$ cat src/pkg/rsws_consts.svh
// constants for the rtc snapshot and write-sync status block
`ifndef RSWS_CONSTS_SVH
`define RSWS_CONSTS_SVH

// ----------------------------------------
// register byte offsets
// ----------------------------------------
`define RSWS_OFF_STATUS 8'h00
`define RSWS_OFF_CTRL 8'h04
`define RSWS_OFF_TRIM 8'h08
`define RSWS_OFF_ALARM_A 8'h0C
`define RSWS_OFF_ALARM_B 8'h10
`define RSWS_OFF_CNT_LOW 8'h14
`define RSWS_OFF_CNT_MID 8'h18
`define RSWS_OFF_GATEWAY 8'h1C
`define RSWS_OFF_CAPCTRL 8'h20
`define RSWS_OFF_SNAP_LOW 8'h24
`define RSWS_OFF_SNAP_MID 8'h28
`define RSWS_OFF_SNAP_HIGH 8'h2C
`define RSWS_OFF_IRQ_STAT 8'h30
`define RSWS_OFF_IRQ_MASK 8'h34

// ----------------------------------------
// field positions and values
// ----------------------------------------
`define RSWS_SNAP_KEY 16'h7627
`define RSWS_BIT_WSYNC_FLAG 5
`define RSWS_BIT_SYNC_FIRST 7
`define RSWS_BIT_VISIBLE 14
`define RSWS_CAP_EN_BIT 0
`define RSWS_CAP_OW_BIT 1
`define RSWS_IRQ_SNAP_BIT 0
`define RSWS_IRQ_WSYNC_BIT 1
`define RSWS_SYNC_DELAY 4

`endif

$ cat src/pkg/rsws_pkg.sv
// types shared by the rtc snapshot and write-sync status block
package rsws_pkg;
	// one 16-bit register word
	typedef logic [15:0] rsws_word_t;
	// posted-write targets, index i maps to status bit 7+i
	typedef enum logic [2:0] {
		RSWS_TGT_CTRL = 3'h0,
		RSWS_TGT_STATUS = 3'h1,
		RSWS_TGT_CNT_LOW = 3'h2,
		RSWS_TGT_CNT_MID = 3'h3,
		RSWS_TGT_ALARM_A = 3'h4,
		RSWS_TGT_ALARM_B = 3'h5,
		RSWS_TGT_TRIM = 3'h6
	} rsws_target_e;
endpackage

$ cat src/core/rsws_core.sv
// apb register block: counter snapshots and posted-write sync status
//
// Design decisions made here: the register offsets and the APB interface to the registers.
`timescale 1ns/1ps
`default_nettype none
`include "rsws_consts.svh"

// Contract
// - gateway key write loads all three snapshots
// - enabled capture event loads snapshots if overwrite allowed
// - low snapshot holds counter low word
// - middle snapshot holds counter middle word
// - upper snapshot holds counter upper fifteen bits
// - snapshots form 47-bit capture, low mid upper
// - status bit 14 shows always-on visibility
// - status bit 13 low while trim write pending
// - status bit 12 low while alarm b pending
// - status bit 11 low while alarm a pending
// - status bit 10 low while counter mid pending
// - status bit 9 low while counter low pending
// - status bit 8 low while status write pending
// - status bit 7 low while control write pending
// - status carries no interrupt or error flags
// - bit 5 sticky on sync completion, write-one clears
module rsws_core #(
	parameter int SYNC_DELAY = `RSWS_SYNC_DELAY,
	parameter int HIGH_BITS = 15
) (
	input wire logic core_clk,
	input wire logic rst,
	input wire logic ce,
	// apb slave
	input wire logic psel,
	input wire logic penable,
	input wire logic pwrite,
	input wire logic [7:0] paddr,
	input wire logic [31:0] pwdata,
	output logic [31:0] prdata,
	output logic pready,
	output logic pslverr,
	// counter words from the always-on side
	input wire rsws_pkg::rsws_word_t counterLowWord,
	input wire rsws_pkg::rsws_word_t counterMidWord,
	input wire logic [HIGH_BITS-1:0] counterHighWord,
	// capture channel 0 event, one-cycle pulse
	input wire logic captureEvent,
	// isolation state, high when always-on registers are visible
	input wire logic alwaysOnVisibleIn,
	// pulse per posted target when its write takes effect
	output logic [6:0] postedWriteDone,
	output logic irq
);
	import rsws_pkg::*;

	// ----------------------------------------
	// elaboration checks
	// ----------------------------------------
	if (SYNC_DELAY < 1 || SYNC_DELAY > 255) begin : gChkDelay
		$error("SYNC_DELAY must lie in 1..255");
	end
	if (HIGH_BITS != 15) begin : gChkHigh
		$error("HIGH_BITS must be 15 for a 47-bit capture");
	end

	// ----------------------------------------
	// state
	// ----------------------------------------
	rsws_word_t snapLow; // low snapshot
	rsws_word_t snapMid; // middle snapshot
	logic [HIGH_BITS-1:0] snapHigh; // upper snapshot
	logic [1:0] captureControl; // enable, overwrite enable
	logic [6:0] pending; // posted writes not yet visible
	logic [7:0] syncCount [0:6]; // per-target crossing delay
	rsws_word_t postedData [0:6]; // last posted value per target
	logic wsyncFlag; // sticky sync-complete flag
	logic alwaysOnVisible; // sampled isolation state
	logic [1:0] irqStatus; // read-clear event bits
	logic [1:0] irqMask; // interrupt enables

	// ----------------------------------------
	// bus decode
	// ----------------------------------------
	logic setupPhase; // first cycle of a transfer
	logic accessDone; // transfer completes at this edge
	logic wrDone; // write completes
	logic rdDone; // read completes
	logic keyWrite; // gateway key written
	logic captureLoad; // capture allowed to replace snapshot
	logic snapLoad; // any snapshot event
	logic [6:0] postedHit; // write to a posted target
	logic [6:0] syncFinish; // posted write becomes visible
	logic statusWrite; // write to the status register
	logic [15:0] statusWord; // assembled status value
	logic addrOk; // mapped address
	logic [31:0] next_prdata; // read mux
	logic [2:0] postedIdx; // target index from address

	assign setupPhase = psel && !penable;
	assign accessDone = psel && penable && pready;
	assign wrDone = accessDone && pwrite;
	assign rdDone = accessDone && !pwrite;
	assign statusWrite = wrDone && (paddr == `RSWS_OFF_STATUS);
	assign keyWrite = wrDone && (paddr == `RSWS_OFF_GATEWAY)
		&& (pwdata[15:0] == `RSWS_SNAP_KEY);
	assign captureLoad = captureEvent && captureControl[`RSWS_CAP_EN_BIT]
		&& captureControl[`RSWS_CAP_OW_BIT];
	assign snapLoad = keyWrite || captureLoad;

	// map a posted-register address to its target index
	always_comb begin
		postedIdx = 3'h0;
		if (paddr == `RSWS_OFF_CTRL) begin
			postedIdx = RSWS_TGT_CTRL;
		end else if (paddr == `RSWS_OFF_STATUS) begin
			postedIdx = RSWS_TGT_STATUS;
		end else if (paddr == `RSWS_OFF_CNT_LOW) begin
			postedIdx = RSWS_TGT_CNT_LOW;
		end else if (paddr == `RSWS_OFF_CNT_MID) begin
			postedIdx = RSWS_TGT_CNT_MID;
		end else if (paddr == `RSWS_OFF_ALARM_A) begin
			postedIdx = RSWS_TGT_ALARM_A;
		end else if (paddr == `RSWS_OFF_ALARM_B) begin
			postedIdx = RSWS_TGT_ALARM_B;
		end else if (paddr == `RSWS_OFF_TRIM) begin
			postedIdx = RSWS_TGT_TRIM;
		end
	end

	// read mux and address check
	always_comb begin
		next_prdata = 32'h0000_0000;
		addrOk = 1'b1;
		if (paddr == `RSWS_OFF_STATUS) begin
			next_prdata = {16'h0000, statusWord};
		end else if (paddr == `RSWS_OFF_CTRL || paddr == `RSWS_OFF_TRIM
			|| paddr == `RSWS_OFF_ALARM_A || paddr == `RSWS_OFF_ALARM_B
			|| paddr == `RSWS_OFF_CNT_LOW || paddr == `RSWS_OFF_CNT_MID) begin
			next_prdata = {16'h0000, postedData[postedIdx]};
		end else if (paddr == `RSWS_OFF_GATEWAY) begin
			next_prdata = 32'h0000_0000; // gateway reads zero
		end else if (paddr == `RSWS_OFF_CAPCTRL) begin
			next_prdata = {30'h0000_0000, captureControl};
		end else if (paddr == `RSWS_OFF_SNAP_LOW) begin
			next_prdata = {16'h0000, snapLow};
		end else if (paddr == `RSWS_OFF_SNAP_MID) begin
			next_prdata = {16'h0000, snapMid};
		end else if (paddr == `RSWS_OFF_SNAP_HIGH) begin
			next_prdata = {17'h0_0000, snapHigh};
		end else if (paddr == `RSWS_OFF_IRQ_STAT) begin
			next_prdata = {30'h0000_0000, irqStatus};
		end else if (paddr == `RSWS_OFF_IRQ_MASK) begin
			next_prdata = {30'h0000_0000, irqMask};
		end else begin
			addrOk = 1'b0;
		end
	end

	// status word: visibility, sync bits, sticky flag
	always_comb begin
		statusWord = 16'h0000;
		statusWord[`RSWS_BIT_VISIBLE] = alwaysOnVisible;
		statusWord[`RSWS_BIT_SYNC_FIRST +: 7] = ~pending;
		statusWord[`RSWS_BIT_WSYNC_FLAG] = wsyncFlag;
	end

	// ----------------------------------------
	// apb answer, one access cycle, no waits
	// ----------------------------------------
	always_ff @(posedge core_clk or posedge rst) begin
		if (rst) begin
			pready <= 1'b0;
			pslverr <= 1'b0;
			prdata <= 32'h0000_0000;
		end else if (ce) begin
			pready <= setupPhase;
			pslverr <= setupPhase && !addrOk;
			prdata <= (setupPhase && !pwrite) ? next_prdata : 32'h0000_0000;
		end
	end

	// ----------------------------------------
	// snapshots, written only by snapshot events
	// ----------------------------------------
	always_ff @(posedge core_clk or posedge rst) begin
		if (rst) begin
			snapLow <= 16'h0000;
			snapMid <= 16'h0000;
			snapHigh <= '0;
		end else if (ce && snapLoad) begin
			snapLow <= counterLowWord;
			snapMid <= counterMidWord;
			snapHigh <= counterHighWord;
		end
	end

	// capture control register
	always_ff @(posedge core_clk or posedge rst) begin
		if (rst) begin
			captureControl <= 2'h0;
		end else if (ce && wrDone && paddr == `RSWS_OFF_CAPCTRL) begin
			captureControl <= pwdata[1:0];
		end
	end

	// ----------------------------------------
	// posted writes and their crossing delay
	// ----------------------------------------
	for (genvar i = 0; i < 7; i++) begin : gPosted
		assign postedHit[i] = wrDone && addrOk && (postedIdx == 3'(i))
			&& paddr != `RSWS_OFF_GATEWAY && paddr != `RSWS_OFF_CAPCTRL
			&& paddr < `RSWS_OFF_GATEWAY;
		assign syncFinish[i] = pending[i] && (syncCount[i] == 8'h01);

		// a new write restarts the delay; effect visible when it ends
		always_ff @(posedge core_clk or posedge rst) begin
			if (rst) begin
				pending[i] <= 1'b0;
				syncCount[i] <= 8'h00;
				postedData[i] <= 16'h0000;
			end else if (ce) begin
				if (postedHit[i]) begin
					pending[i] <= 1'b1;
					syncCount[i] <= 8'(SYNC_DELAY);
					postedData[i] <= pwdata[15:0];
				end else if (syncFinish[i]) begin
					pending[i] <= 1'b0;
					syncCount[i] <= 8'h00;
				end else if (pending[i]) begin
					syncCount[i] <= syncCount[i] - 8'h01;
				end
			end
		end
	end

	// completion pulses to the always-on registers
	always_ff @(posedge core_clk or posedge rst) begin
		if (rst) begin
			postedWriteDone <= 7'h00;
		end else if (ce) begin
			postedWriteDone <= syncFinish;
		end
	end

	// ----------------------------------------
	// sticky flag, visibility, interrupts
	// ----------------------------------------
	// set wins over a write-one clear in the same cycle
	always_ff @(posedge core_clk or posedge rst) begin
		if (rst) begin
			wsyncFlag <= 1'b0;
		end else if (ce) begin
			if (|syncFinish) begin
				wsyncFlag <= 1'b1;
			end else if (statusWrite && pwdata[`RSWS_BIT_WSYNC_FLAG]) begin
				wsyncFlag <= 1'b0;
			end
		end
	end

	// isolation state sampled each cycle
	always_ff @(posedge core_clk or posedge rst) begin
		if (rst) begin
			alwaysOnVisible <= 1'b0;
		end else if (ce) begin
			alwaysOnVisible <= alwaysOnVisibleIn;
		end
	end

	// event bits cleared by a read, events win over the clear
	always_ff @(posedge core_clk or posedge rst) begin
		if (rst) begin
			irqStatus <= 2'h0;
		end else if (ce) begin
			irqStatus <= ((rdDone && paddr == `RSWS_OFF_IRQ_STAT) ? 2'h0 : irqStatus)
				| {|syncFinish, snapLoad};
		end
	end

	// interrupt mask
	always_ff @(posedge core_clk or posedge rst) begin
		if (rst) begin
			irqMask <= 2'h0;
		end else if (ce && wrDone && paddr == `RSWS_OFF_IRQ_MASK) begin
			irqMask <= pwdata[1:0];
		end
	end

	// level interrupt from registered status
	always_ff @(posedge core_clk or posedge rst) begin
		if (rst) begin
			irq <= 1'b0;
		end else if (ce) begin
			irq <= |(irqStatus & irqMask);
		end
	end

	// ----------------------------------------
	// assertions
	// ----------------------------------------
	localparam int SYNC_MAX = 260;
endmodule // rsws_core
`default_nettype wire

$ cat config.mk
export PLATFORM = sky130hd
export DESIGN_NAME = rsws_core
export DESIGN_NICKNAME = d
export VERILOG_FILES = /design/src/pkg/rsws_pkg.sv /design/src/core/rsws_core.sv
export VERILOG_INCLUDE_DIRS = /design/src /design/src/pkg
export SDC_FILE = /design/constraint.sdc
export NUM_CORES = 1
export LEC_CHECK = 0
export ABC_AREA = 1
export BUFFER_PORTS_ARGS = -buffer_cell sky130_fd_sc_hd__buf_4
export CELL_PAD_IN_SITES_DETAIL_PLACEMENT = 0
export CELL_PAD_IN_SITES_GLOBAL_PLACEMENT = 1
export CORE_MARGIN = 2
export CORE_UTILIZATION = 29
export DETAILED_ROUTE_END_ITERATION = 10
export PLACE_DENSITY = 0.66
export SYNTH_ARGS = -nofsm -noshare
export SYNTH_HDL_FRONTEND = slang
export SYNTH_SLANG_ARGS = --single-unit
$ cat constraint.sdc
create_clock -name core_clk -period 19.5 [get_ports core_clk]
set_clock_uncertainty 0.1 [all_clocks]
set_input_delay 0.975 -clock core_clk [delete_from_list [all_inputs] [get_ports core_clk]]
set_output_delay 0.975 -clock core_clk [all_outputs]
set_load 0.02 [all_outputs]
==> results of run 1 <==
metrics by stage:
step / hold WS (ns) / setup slack, ns
after floorplan: 0.334 / 11.38
after global placement: 0.350 / 14.97
after detailed placement: 0.352 / 14.96
after CTS: 0.368 / 15.56
after global routing: 0.394 / 15.23
final: 0.363 / 15.57
state kept, by name, indices dropped and copies added (netlist names), 7 cells and up:
name	cells
snapHigh	15
pending	7
snapLow	16
syncCount	56
prdata	16
postedWriteDone	7
snapMid	16
postedData	112
cell families (layout without fill, tap and decap cells):
kind of cell	count (synthesis)	after routing
AO/OA/AOI/OAI	219	219
XOR/XNOR	42	42
adder cells (fa/ha/maj)	14	14
buffers and inverters	221	303
flip-flops	256	256
other	1	16
AND/OR/NAND/NOR	953	953
routing by layer:
layer,track usage,routed length (µm)
met3,0.0218,1520
met5,0,12
met4,0.0498,988
met1,0.233,19000
met2,0.270,18000
cell usage in the layout, fill, tap and decap left out, types with 7 or more instances in the layout:
cell type / count
nand2_1: 566
dfrtp_1: 256
nand3_1: 152
nor2_1: 117
buf_4: 116
inv_1: 114
o21ai_1: 105
o21ai_0: 65
xor2_1: 37
clkbuf_16: 31
a21oi_1: 27
nor3_1: 21
nand4_1: 20
inv_2: 17
conb_1: 16
or2_2: 14
ha_1: 14
nand2_2: 12
nand2_4: 8
nor4_1: 7
a211oi_1: 7
clkbuf_8: 7
area by class of cell:
| type | instances | area (µm²) | area share |
|---|---|---|---|
| clock inverter | 11 | 190 | 0.0121 |
| clock buffer | 43 | 891 | 0.0568 |
| inverter | 133 | 507 | 0.0323 |
| tap | 600 | 751 | 0.0478 |
| timing repair buffer | 116 | 871 | 0.0555 |
| multi-input combinational | 1244 | 6080 | 0.387 |
| sequential | 256 | 6410 | 0.408 |
power breakdown:
group	total [mW]	internal, mW	switching, mW
Combinational	0.266	0.106	0.159
Sequential	0.627	0.580	0.0472
Clock	0.615	0.382	0.233
how the worst max path moves through the flow:
stage | from | to | slack [ns] | depth (start not counted)
after floorplan | rst | alwaysOnVisible | 11.38 | 1
after global placement | paddr[0] | syncCount[51] | 14.97 | 13
after detailed placement | paddr[6] | syncCount[52] | 14.96 | 13
after CTS | paddr[0] | syncCount[52] | 15.56 | 13
after global routing | paddr[0] | syncCount[53] | 15.23 | 13
final | paddr[0] | syncCount[52] | 15.57 | 13
tightest hold or removal path, delay by kind of cell, from the launching register on:
kind	cells	cell delay (ns)
AND/OR/NAND/NOR	2	0.09
flip-flops	1	0.33
==> results.json, run 1 <==
{
  "synth_top_family_by_area": "simple AND/OR/NAND/NOR gates",
  "whs_endpoint": "snapLow[5]",
  "vdd.ir_drop.worst_v": 0.0000617,
  "post-route-period-util": 0.201,
  "cts_post_setup_buffers_inserted": 0,
  "slowest_stage": "nand3_2",
  "synth_compound_area_frac": 0.0881,
  "cts_buffers": 31,
  "end_kind": "flip-flop",
  "place.gp.congestion": 0.822,
  "fmaxAchievable_mhz": 255,
  "yosys.area_share.adder": 0.0130,
  "routed_wl_um": 39500,
  "antenna_left": 0,
  "synth-simple-area-share": 0.318,
  "cts_max_path_buffers": 3,
  "synth_top_flop_cell": "dfrtp_1",
  "start_kind": "primary input",
  "yosys_warnings": 0,
  "yosys-top-cells-area": "dfrtp_1 48%, nand2_1 16%, nand3_1 5.7%",
  "die_width_um": 219,
  "portBuffers": 104,
  "cts.sinks": 256,
  "yosys.area_share.xor_xnor": 0.0274,
  "ios": 137,
  "tightest_slew_ns": 0.982,
  "synth_area_leader_cell": "dfrtp_1",
  "max_slew_margin": 0.346,
  "cts.repair.resized": 0,
  "arrival_ns": 4.28,
  "drv_cap": 0,
  "yosysSeqAreaShare": 0.477,
  "drive_above_1_share": 0.138,
  "grt-ovfl-total": 0,
  "synth_edf_count": 0,
  "final_area_um2": 15700,
  "dpl.hpwl_um": 26500,
  "core_area_um2": 45600,
  "synthesis.area_um2": 13400,
  "grt_pass1_vias": 11000,
  "status": "completed",
  "synth.top_cell.area_share": 0.477,
  "detail_route.wl_per_cell_um": 16.4,
  "cts.clk_slew.worst_paths_ns": 0.06,
  "syn_avg_cell_area_um2": 7.87,
  "max_stage_delay_ns": 0.72,
  "drtPass1Iterations": 5,
  "cts_tree": "done",
  "start_util": 0.295,
  "drtIter0Drc": 693,
  "layout-area-overhead-vs-synth_pct": 16.8,
  "gr-usage-all-layers": 0.167,
  "num_rows": 78,
  "postCtsHoldBufs": 0,
  "final_nets": 1891,
  "root_buffer": "clkbuf_16",
  "dr_total_vias": 11200,
  "setup_viol": 0,
  "netlist_instances": 1706,
  "synth.cells.most_frequent": "566 x nand2_1, 256 x dfrtp_1, 152 x nand3_1",
  "nFillCells": 4859,
  "drv_slew": 0,
  "min_path_cells": 2,
  "p_leak_nw": 7.93,
  "instances_no_fill": 2403,
  "via_per_inst": 4.65,
  "async_reset_ff_frac": 1.00,
  "path_cells": "buf_4, inv_2, nand2_4, nor2_4, nand2_2, nand3_2, nor2_1, buf_4, nand4_1, nor2_4, nor2_1, nand2_1, nand2_1",
  "clk_latency_ns": 0.57,
  "die_y_um": 219,
  "ys_types": 46,
  "diodes": 0,
  "powerDensity_nw_per_um2": 96.1,
  "crit_buf_inv": 3,
  "final_util": 0.344,
  "synth_mux_area_frac": 0,
  "drc": 0,
  "hold_start": "snapLow[5]",
  "grt_max_degree": 115,
  "min_period_ns": 3.93,
  "total_power_mw": 1.51,
  "hold_class": "flip-flop to flip-flop",
  "htreeDepth": 1,
  "finalSetupTns_ns": 0,
  "dieArea_um2": 48000,
  "r2r-end": "snapHigh[4]",
  "worstReg2RegStart": "pready",
  "r2r_setup_slack_ns": 16.47,
  "dp.cells": 2349,
  "ff2ff_path_depth": 10,
  "grt_pass1_wl_um": 62600,
  "critPathKind": "primary input to flip-flop",
  "hold_violations": 0,
  "ys_seq_elements": 256,
  "placed_cell_area_um2": 14600,
  "synth_most_common_cell": "nand2_1",
  "grt_antenna_before_repair": 1,
  "required_ns": 19.85,
  "rsz0062_at_grt": "no",
  "cp_max_fo": 31,
  "path_delay_family": "simple AND/OR/NAND/NOR gates"
}
(Power assumes the default switching activity.)
==> inputs of run 2 (changes only) <==
--- a/config.mk
+++ b/config.mk
@@ -13,7 +13,7 @@
 export CORE_MARGIN = 2
 export CORE_UTILIZATION = 29
 export DETAILED_ROUTE_END_ITERATION = 10
-export PLACE_DENSITY = 0.66
+export PLACE_DENSITY = 0.68
 export SYNTH_ARGS = -nofsm -noshare
 export SYNTH_HDL_FRONTEND = slang
 export SYNTH_SLANG_ARGS = --single-unit
==> constraint.sdc (replaced) <==
create_clock -name core_clk -period 3.14 [get_ports core_clk]
set_clock_uncertainty 0.1 [all_clocks]
set_input_delay 0.157 -clock core_clk [delete_from_list [all_inputs] [get_ports core_clk]]
set_output_delay 0.157 -clock core_clk [all_outputs]
set_load 0.02 [all_outputs]
==> results.json, run 2 (synthesis results as in run 1) <==
{
  "arrival_ns": 2.72,
  "multi_input_area_um2": 6080,
  "max_stage_delay_ns": 0.53,
  "diodes": 0,
  "root_buffer": "clkbuf_16",
  "setup_viol": 0,
  "p_leak_nw": 8.31,
  "slowest_stage": "dlygate4sd3_1",
  "dieArea_um2": 48000,
  "placed_cell_area_um2": 14900,
  "routed_wl_um": 39400,
  "start_kind": "primary input",
  "crit_buf_inv": 4,
  "status": "completed",
  "die_width_um": 219,
  "dr_total_vias": 11600,
  "largest_reg_flops": 112,
  "dpl.hpwl_um": 27200,
  "path_delay_family": "buffers and inverters",
  "vdd.ir_drop.worst_v": 0.000403,
  "reg_top3": "postedData (112), syncCount (56)",
  "required_ns": 3.48,
  "htreeDepth": 1,
  "final_area_um2": 16500,
  "clk_latency_ns": 0.55,
  "drtPass1Iterations": 5,
  "grt_pass1_wl_um": 64000,
  "ios": 137,
  "cp_max_fo": 29,
  "end_kind": "flip-flop",
  "fmaxAchievable_mhz": 421,
  "instances_no_fill": 2496,
  "max_slew_margin": 0.315,
  "drc": 0,
  "critPathKind": "primary input to flip-flop",
  "ff2ff_path_depth": 8,
  "cts.clk_slew.worst_paths_ns": 0.06,
  "layout-area-overhead-vs-synth_pct": 23.0,
  "gr-usage-all-layers": 0.169,
  "powerDensity_nw_per_um2": 545,
  "cp_common_cell": "nand2_1",
  "core_area_um2": 45600,
  "final_cell_mix": "566 x nand2_1, 256 x dfrtp_1, 152 x nand3_1, 139 x buf_4, 117 x nor2_1",
  "num_rows": 78,
  "nFillCells": 4742,
  "drv_cap": 0,
  "portBuffers": 104,
  "crit_cells": 11,
  "pre_cts_ws_ns": 0.697,
  "drv_slew": 0,
  "cts.repair.resized": 0,
  "seq_area_um2": 6410,
  "min_period_ns": 2.38,
  "die_y_um": 219,
  "drive_above_1_share": 0.144,
  "start_util": 0.295,
  "rsz0062_at_grt": "no",
  "grt_max_degree": 146,
  "finalSetupTns_ns": 0,
  "cts_buffers": 29,
  "top_register": "postedData",
  "grt_antenna_before_repair": 0,
  "cts.sinks": 256,
  "final_common_cell": "nand2_1",
  "setup_ws_ns": 0.763,
  "dp.cells": 2377,
  "path_cells": "dlygate4sd3_1, buf_4, inv_1, nand4_1, nor2_1, nand4_1, o21ai_4, nand2_1, buf_4, nand2_1, nand2_1",
  "grt_pass1_vias": 11400,
  "post-route-period-util": 0.757,
  "hold_violations": 0,
  "cts_post_setup_buffers_inserted": 0,
  "cts_tree": "done",
  "detail_route.wl_per_cell_um": 15.8,
  "grt-ovfl-total": 0,
  "fin_hold_ws_ns": 0.0409,
  "hold_class": "primary input to flip-flop",
  "cts_max_path_buffers": 3,
  "antenna_left": 0,
  "drtIter0Drc": 883,
  "final_util": 0.362,
  "tightest_slew_ns": 1.03,
  "via_per_inst": 4.64,
  "final_nets": 1986,
  "min_path_cells": 4,
  "place.gp.congestion": 0.836,
  "total_power_mw": 9.01
}
[run 2: cell types whose count changed in the layout (fill, tap and decap cells not counted), sizes merged]
cell,before,now
buf,116,144
bufinv,5,2
clkbuf,43,40
clkinv,5,7
clkinvlp,1,2
dlygate4sd3,0,69
inv,133,132
[run 2: final timing paths]
| kind | from | end | slack, ns |
|---|---|---|---|
| hold / removal | penable | irqStatus[0] | 0.04 |
| max in group asynchronous | rst | snapHigh[1] | 1.86 |
| min in group asynchronous | rst | postedData[74] | 0.25 |
| hold reg to reg | snapLow[5] | snapLow[5] | 0.36 |
| setup reg to reg | pready | snapMid[11] | 0.78 |
| setup / recovery | pwdata[3] | snapMid[11] | 0.76 |
[run 2: area by class of cell]
class	count	area share
tap	600	0.0455
timing repair buffer	213	0.111
sequential	256	0.388
clock inverter	10	0.00644
multi-input combinational	1244	0.368
inverter	133	0.0305
clock buffer	40	0.0507
[run 2: worst reg2reg max path, cell delays in order, from the launching register on]
cell	delay (ns)
dfrtp_1	0.37
nand3_1	0.16
nor2_1	0.32
nand4_1	0.28
o21ai_4	0.47
nand2_1	0.13
buf_4	0.26
nand2_1	0.11
nand2_1	0.05
[run 2: where the power goes]
part           internal (mW)  switching (mW)  total (mW)
sequential              3.60           0.294        3.89
combinational          0.723            1.01        1.73
clock                   2.01            1.38        3.39
[run 2: repair_timing]
item	in CTS	in global routing
setup endpoints to repair	0	0
hold endpoints to repair	433	0
hold buffers	69	0
[run 2: routing by layer]
metal  vias up  wire [µm]  global-route usage
li1       5793          -                   -
met1      5471      19100               0.242
met2       256      17900               0.273
met3        49       1580              0.0168
met4         0        818              0.0394
met5         -          0                   0
==> inputs of run 3 (changes only) <==
--- a/config.mk
+++ b/config.mk
@@ -6,14 +6,14 @@
 export SDC_FILE = /design/constraint.sdc
 export NUM_CORES = 1
 export LEC_CHECK = 0
-export ABC_AREA = 1
+export ABC_AREA = 0
 export BUFFER_PORTS_ARGS = -buffer_cell sky130_fd_sc_hd__buf_4
 export CELL_PAD_IN_SITES_DETAIL_PLACEMENT = 0
 export CELL_PAD_IN_SITES_GLOBAL_PLACEMENT = 1
 export CORE_MARGIN = 2
 export CORE_UTILIZATION = 29
 export DETAILED_ROUTE_END_ITERATION = 10
-export PLACE_DENSITY = 0.68
+export PLACE_DENSITY = 0.65
 export SYNTH_ARGS = -nofsm -noshare
 export SYNTH_HDL_FRONTEND = slang
 export SYNTH_SLANG_ARGS = --single-unit
==> constraint.sdc (replaced) <==
create_clock -name core_clk -period 2.05 [get_ports core_clk]
set_clock_uncertainty 0.1 [all_clocks]
set_input_delay 0.1025 -clock core_clk [delete_from_list [all_inputs] [get_ports core_clk]]
set_output_delay 0.1025 -clock core_clk [all_outputs]
set_load 0.02 [all_outputs]
==> results.json, run 3 <==
{
  "min_period_ns": 2.06,
  "synth_edf_count": 0,
  "setup_viol": 2,
  "die_y_um": 207,
  "violations": "setup timing",
  "detail_route.wl_per_cell_um": 18.8,
  "die_width_um": 207,
  "switchingPower_mw": 3.24,
  "synth_most_common_cell": "dfrtp_1",
  "vdd.ir_drop.worst_v": 0.000542,
  "synthesis.area_um2": 12000,
  "num_rows": 74,
  "yosys_warnings": 0,
  "cts_max_path_buffers": 3,
  "ios": 137,
  "grt_max_degree": 86,
  "root_buffer": "clkbuf_16",
  "instances_no_fill": 1955,
  "placed_cell_area_um2": 14400,
  "tightest_slew_ns": 0.522,
  "grt_pass1_vias": 9968,
  "drc": 0,
  "post-route-period-util": 1.01,
  "required_ns": 2.40,
  "dp.cells": 1821,
  "drv_slew": 0,
  "place.gp.congestion": 0.837,
  "swShare": 0.254,
  "grt-ovfl-total": 0,
  "final_area_um2": 16500,
  "layout-area-overhead-vs-synth_pct": 37.9,
  "routed_wl_um": 36800,
  "nFillCells": 3932,
  "dpl.hpwl_um": 26200,
  "synth.top_cell.area_share": 0.509,
  "clkPwrFrac": 0.450,
  "dr_total_vias": 9644,
  "core_area_um2": 40700,
  "async_reset_ff_frac": 1.00,
  "fmaxAchievable_mhz": 484,
  "grt_pass1_wl_um": 57700,
  "cts.clk_slew.worst_paths_ns": 0.06,
  "diodes": 0,
  "clk_latency_ns": 0.57,
  "multi_input_area_um2": 5580,
  "netlist_instances": 1090,
  "grt_antenna_before_repair": 0,
  "drtIter0Drc": 557,
  "ys_seq_elements": 243,
  "syn_avg_cell_area_um2": 11.0,
  "max_slew_margin": 0.652,
  "synth_area_leader_cell": "dfrtp_1",
  "dieArea_um2": 42900,
  "cp_max_fo": 2,
  "final_cell_mix": "250 x buf_4, 243 x dfrtp_1, 132 x mux2_2, 82 x nand2_1, 78 x dlygate4sd3_1",
  "start_kind": "flip-flop",
  "drtPass1Iterations": 6,
  "synth.cells.most_frequent": "243 x dfrtp_1, 132 x mux2_2, 83 x nand2_1",
  "status": "finished with violations",
  "drv_cap": 0,
  "p_seq_frac": 0.410,
  "final_util": 0.405,
  "rsz0062_at_grt": "yes",
  "final_nets": 1510,
  "final_common_cell": "buf_4",
  "yosysSeqAreaShare": 0.509,
  "top_register": "postedData",
  "pwr-share-comb": 0.140,
  "htreeDepth": 1,
  "setup_ws_ns": -0.0149,
  "largest_reg_flops": 99,
  "hold_violations": 0,
  "arrival_ns": 2.41,
  "drive_above_1_share": 0.355,
  "critPathKind": "flip-flop to flip-flop",
  "cts_buffers": 28,
  "via_per_inst": 4.93,
  "synth_top_flop_cell": "dfrtp_1",
  "ys_types": 72,
  "powerDensity_nw_per_um2": 776,
  "portBuffers": 104,
  "hold_class": "primary input to flip-flop",
  "p_leak_nw": 7.97,
  "yosys-top-cells-area": "dfrtp_1 51%, mux2_2 12%, nand2_1 2.6%",
  "seq_area_um2": 6080,
  "p_int_mw": 9.55,
  "antenna_left": 0,
  "cts.sinks": 243,
  "start_util": 0.293,
  "cts_tree": "done",
  "reg_top3": "postedData (99), syncCount (56)",
  "end_kind": "flip-flop",
  "gr-usage-all-layers": 0.169
}
-- run 3: cell count changes after synthesis, moves of 60 or more --
cell | before | now
o21ai_1 | 106 | 0
nor2_1 | 117 | 57
inv_1 | 116 | 44
nand2_1 | 566 | 83
mux2_2 | 0 | 132
nand3_1 | 152 | 30
-- run 3: cell type report --
class | count | area share
inverters | 44 | 0.0102
multi-input cells | 743 | 0.339
clock buffers | 38 | 0.0484
flip-flops and latches | 243 | 0.369
clock inverters | 14 | 0.0172
repair buffers | 341 | 0.176
well taps | 532 | 0.0404
-- run 3: path summary, 6_finish.rpt --
check	slack (ns)	end	from	depth (start not counted)
worst max-delay path	-0.01	irqStatus[1]	syncCount[40]	7
worst min-delay path	0.05	syncCount[15]	paddr[2]	4
max in group asynchronous	0.41	snapHigh[2]	rst	5
worst min register to register	0.37	postedData[94]	postedData[94]	2
min in group asynchronous	0.59	postedData[12]	rst	4
worst max register to register	-0.01	irqStatus[1]	syncCount[40]	7
-- run 3: logic make-up after synthesis --
logic type	synth area share
flops	0.509
buf+inv	0.0448
fa+ha+maj	0.0147
xor+xnor	0.0234
compound gates	0.114
other cells	0.000314
mux	0.154
simple gates	0.140
-- run 3: through the flow --
stage / power (mW) / hold slack (ns) / setup TNS [ns] / worst slack [ns]
floorplan: 6.13 / 0.115 / -326.72 / -1.34
global placement: 6.87 / 0.0274 / -29.13 / -0.432
detailed placement: 6.90 / 0.0264 / -29.79 / -0.457
CTS: 12.8 / 0.0217 / 0 / 0.00127
global route: 13.3 / 0.0848 / -0.921 / -0.0600
finish: 12.8 / 0.0523 / -0.0273 / -0.0149
-- run 3: power groups by stage --
stage	combinational [mW]	sequential, mW	clock, mW
after floorplan	0.812	5.32	0
after global placement	1.58	5.29	0
after detailed placement	1.61	5.30	0
after CTS	1.74	5.22	5.89
after global routing	1.98	5.27	6.08
final	1.79	5.24	5.76
-- run 3: repair_timing --
item | CTS | global route
gates resized for setup | 2 | 42
hold buffers | 78 | 0
setup endpoints to repair | 2 | 89
buffers inserted | 0 | 5
hold endpoints to repair | 412 | 0
pin swaps | 1 | 6
-- run 3: worst max-delay path, cell delays in order, from the launching register on --
cell and delay (ns):
dfrtp_1 0.41, ha_4 0.17, nor2b_4 0.12, and4_4 0.15, or3_4 0.39, o41ai_4 0.37, buf_4 0.19, o21ai_2 0.05
-- run 3: metal layers --
metal  wire length [µm]  part of all wire  global-route usage  up-vias
li1                   -                 -                   -     4546
met5                  0                 0                   0        -
met1              16600              0.45               0.229     4829
met2              17500              0.47               0.276      206
met4               1200             0.033              0.0586        0
met3               1590             0.043              0.0261       63
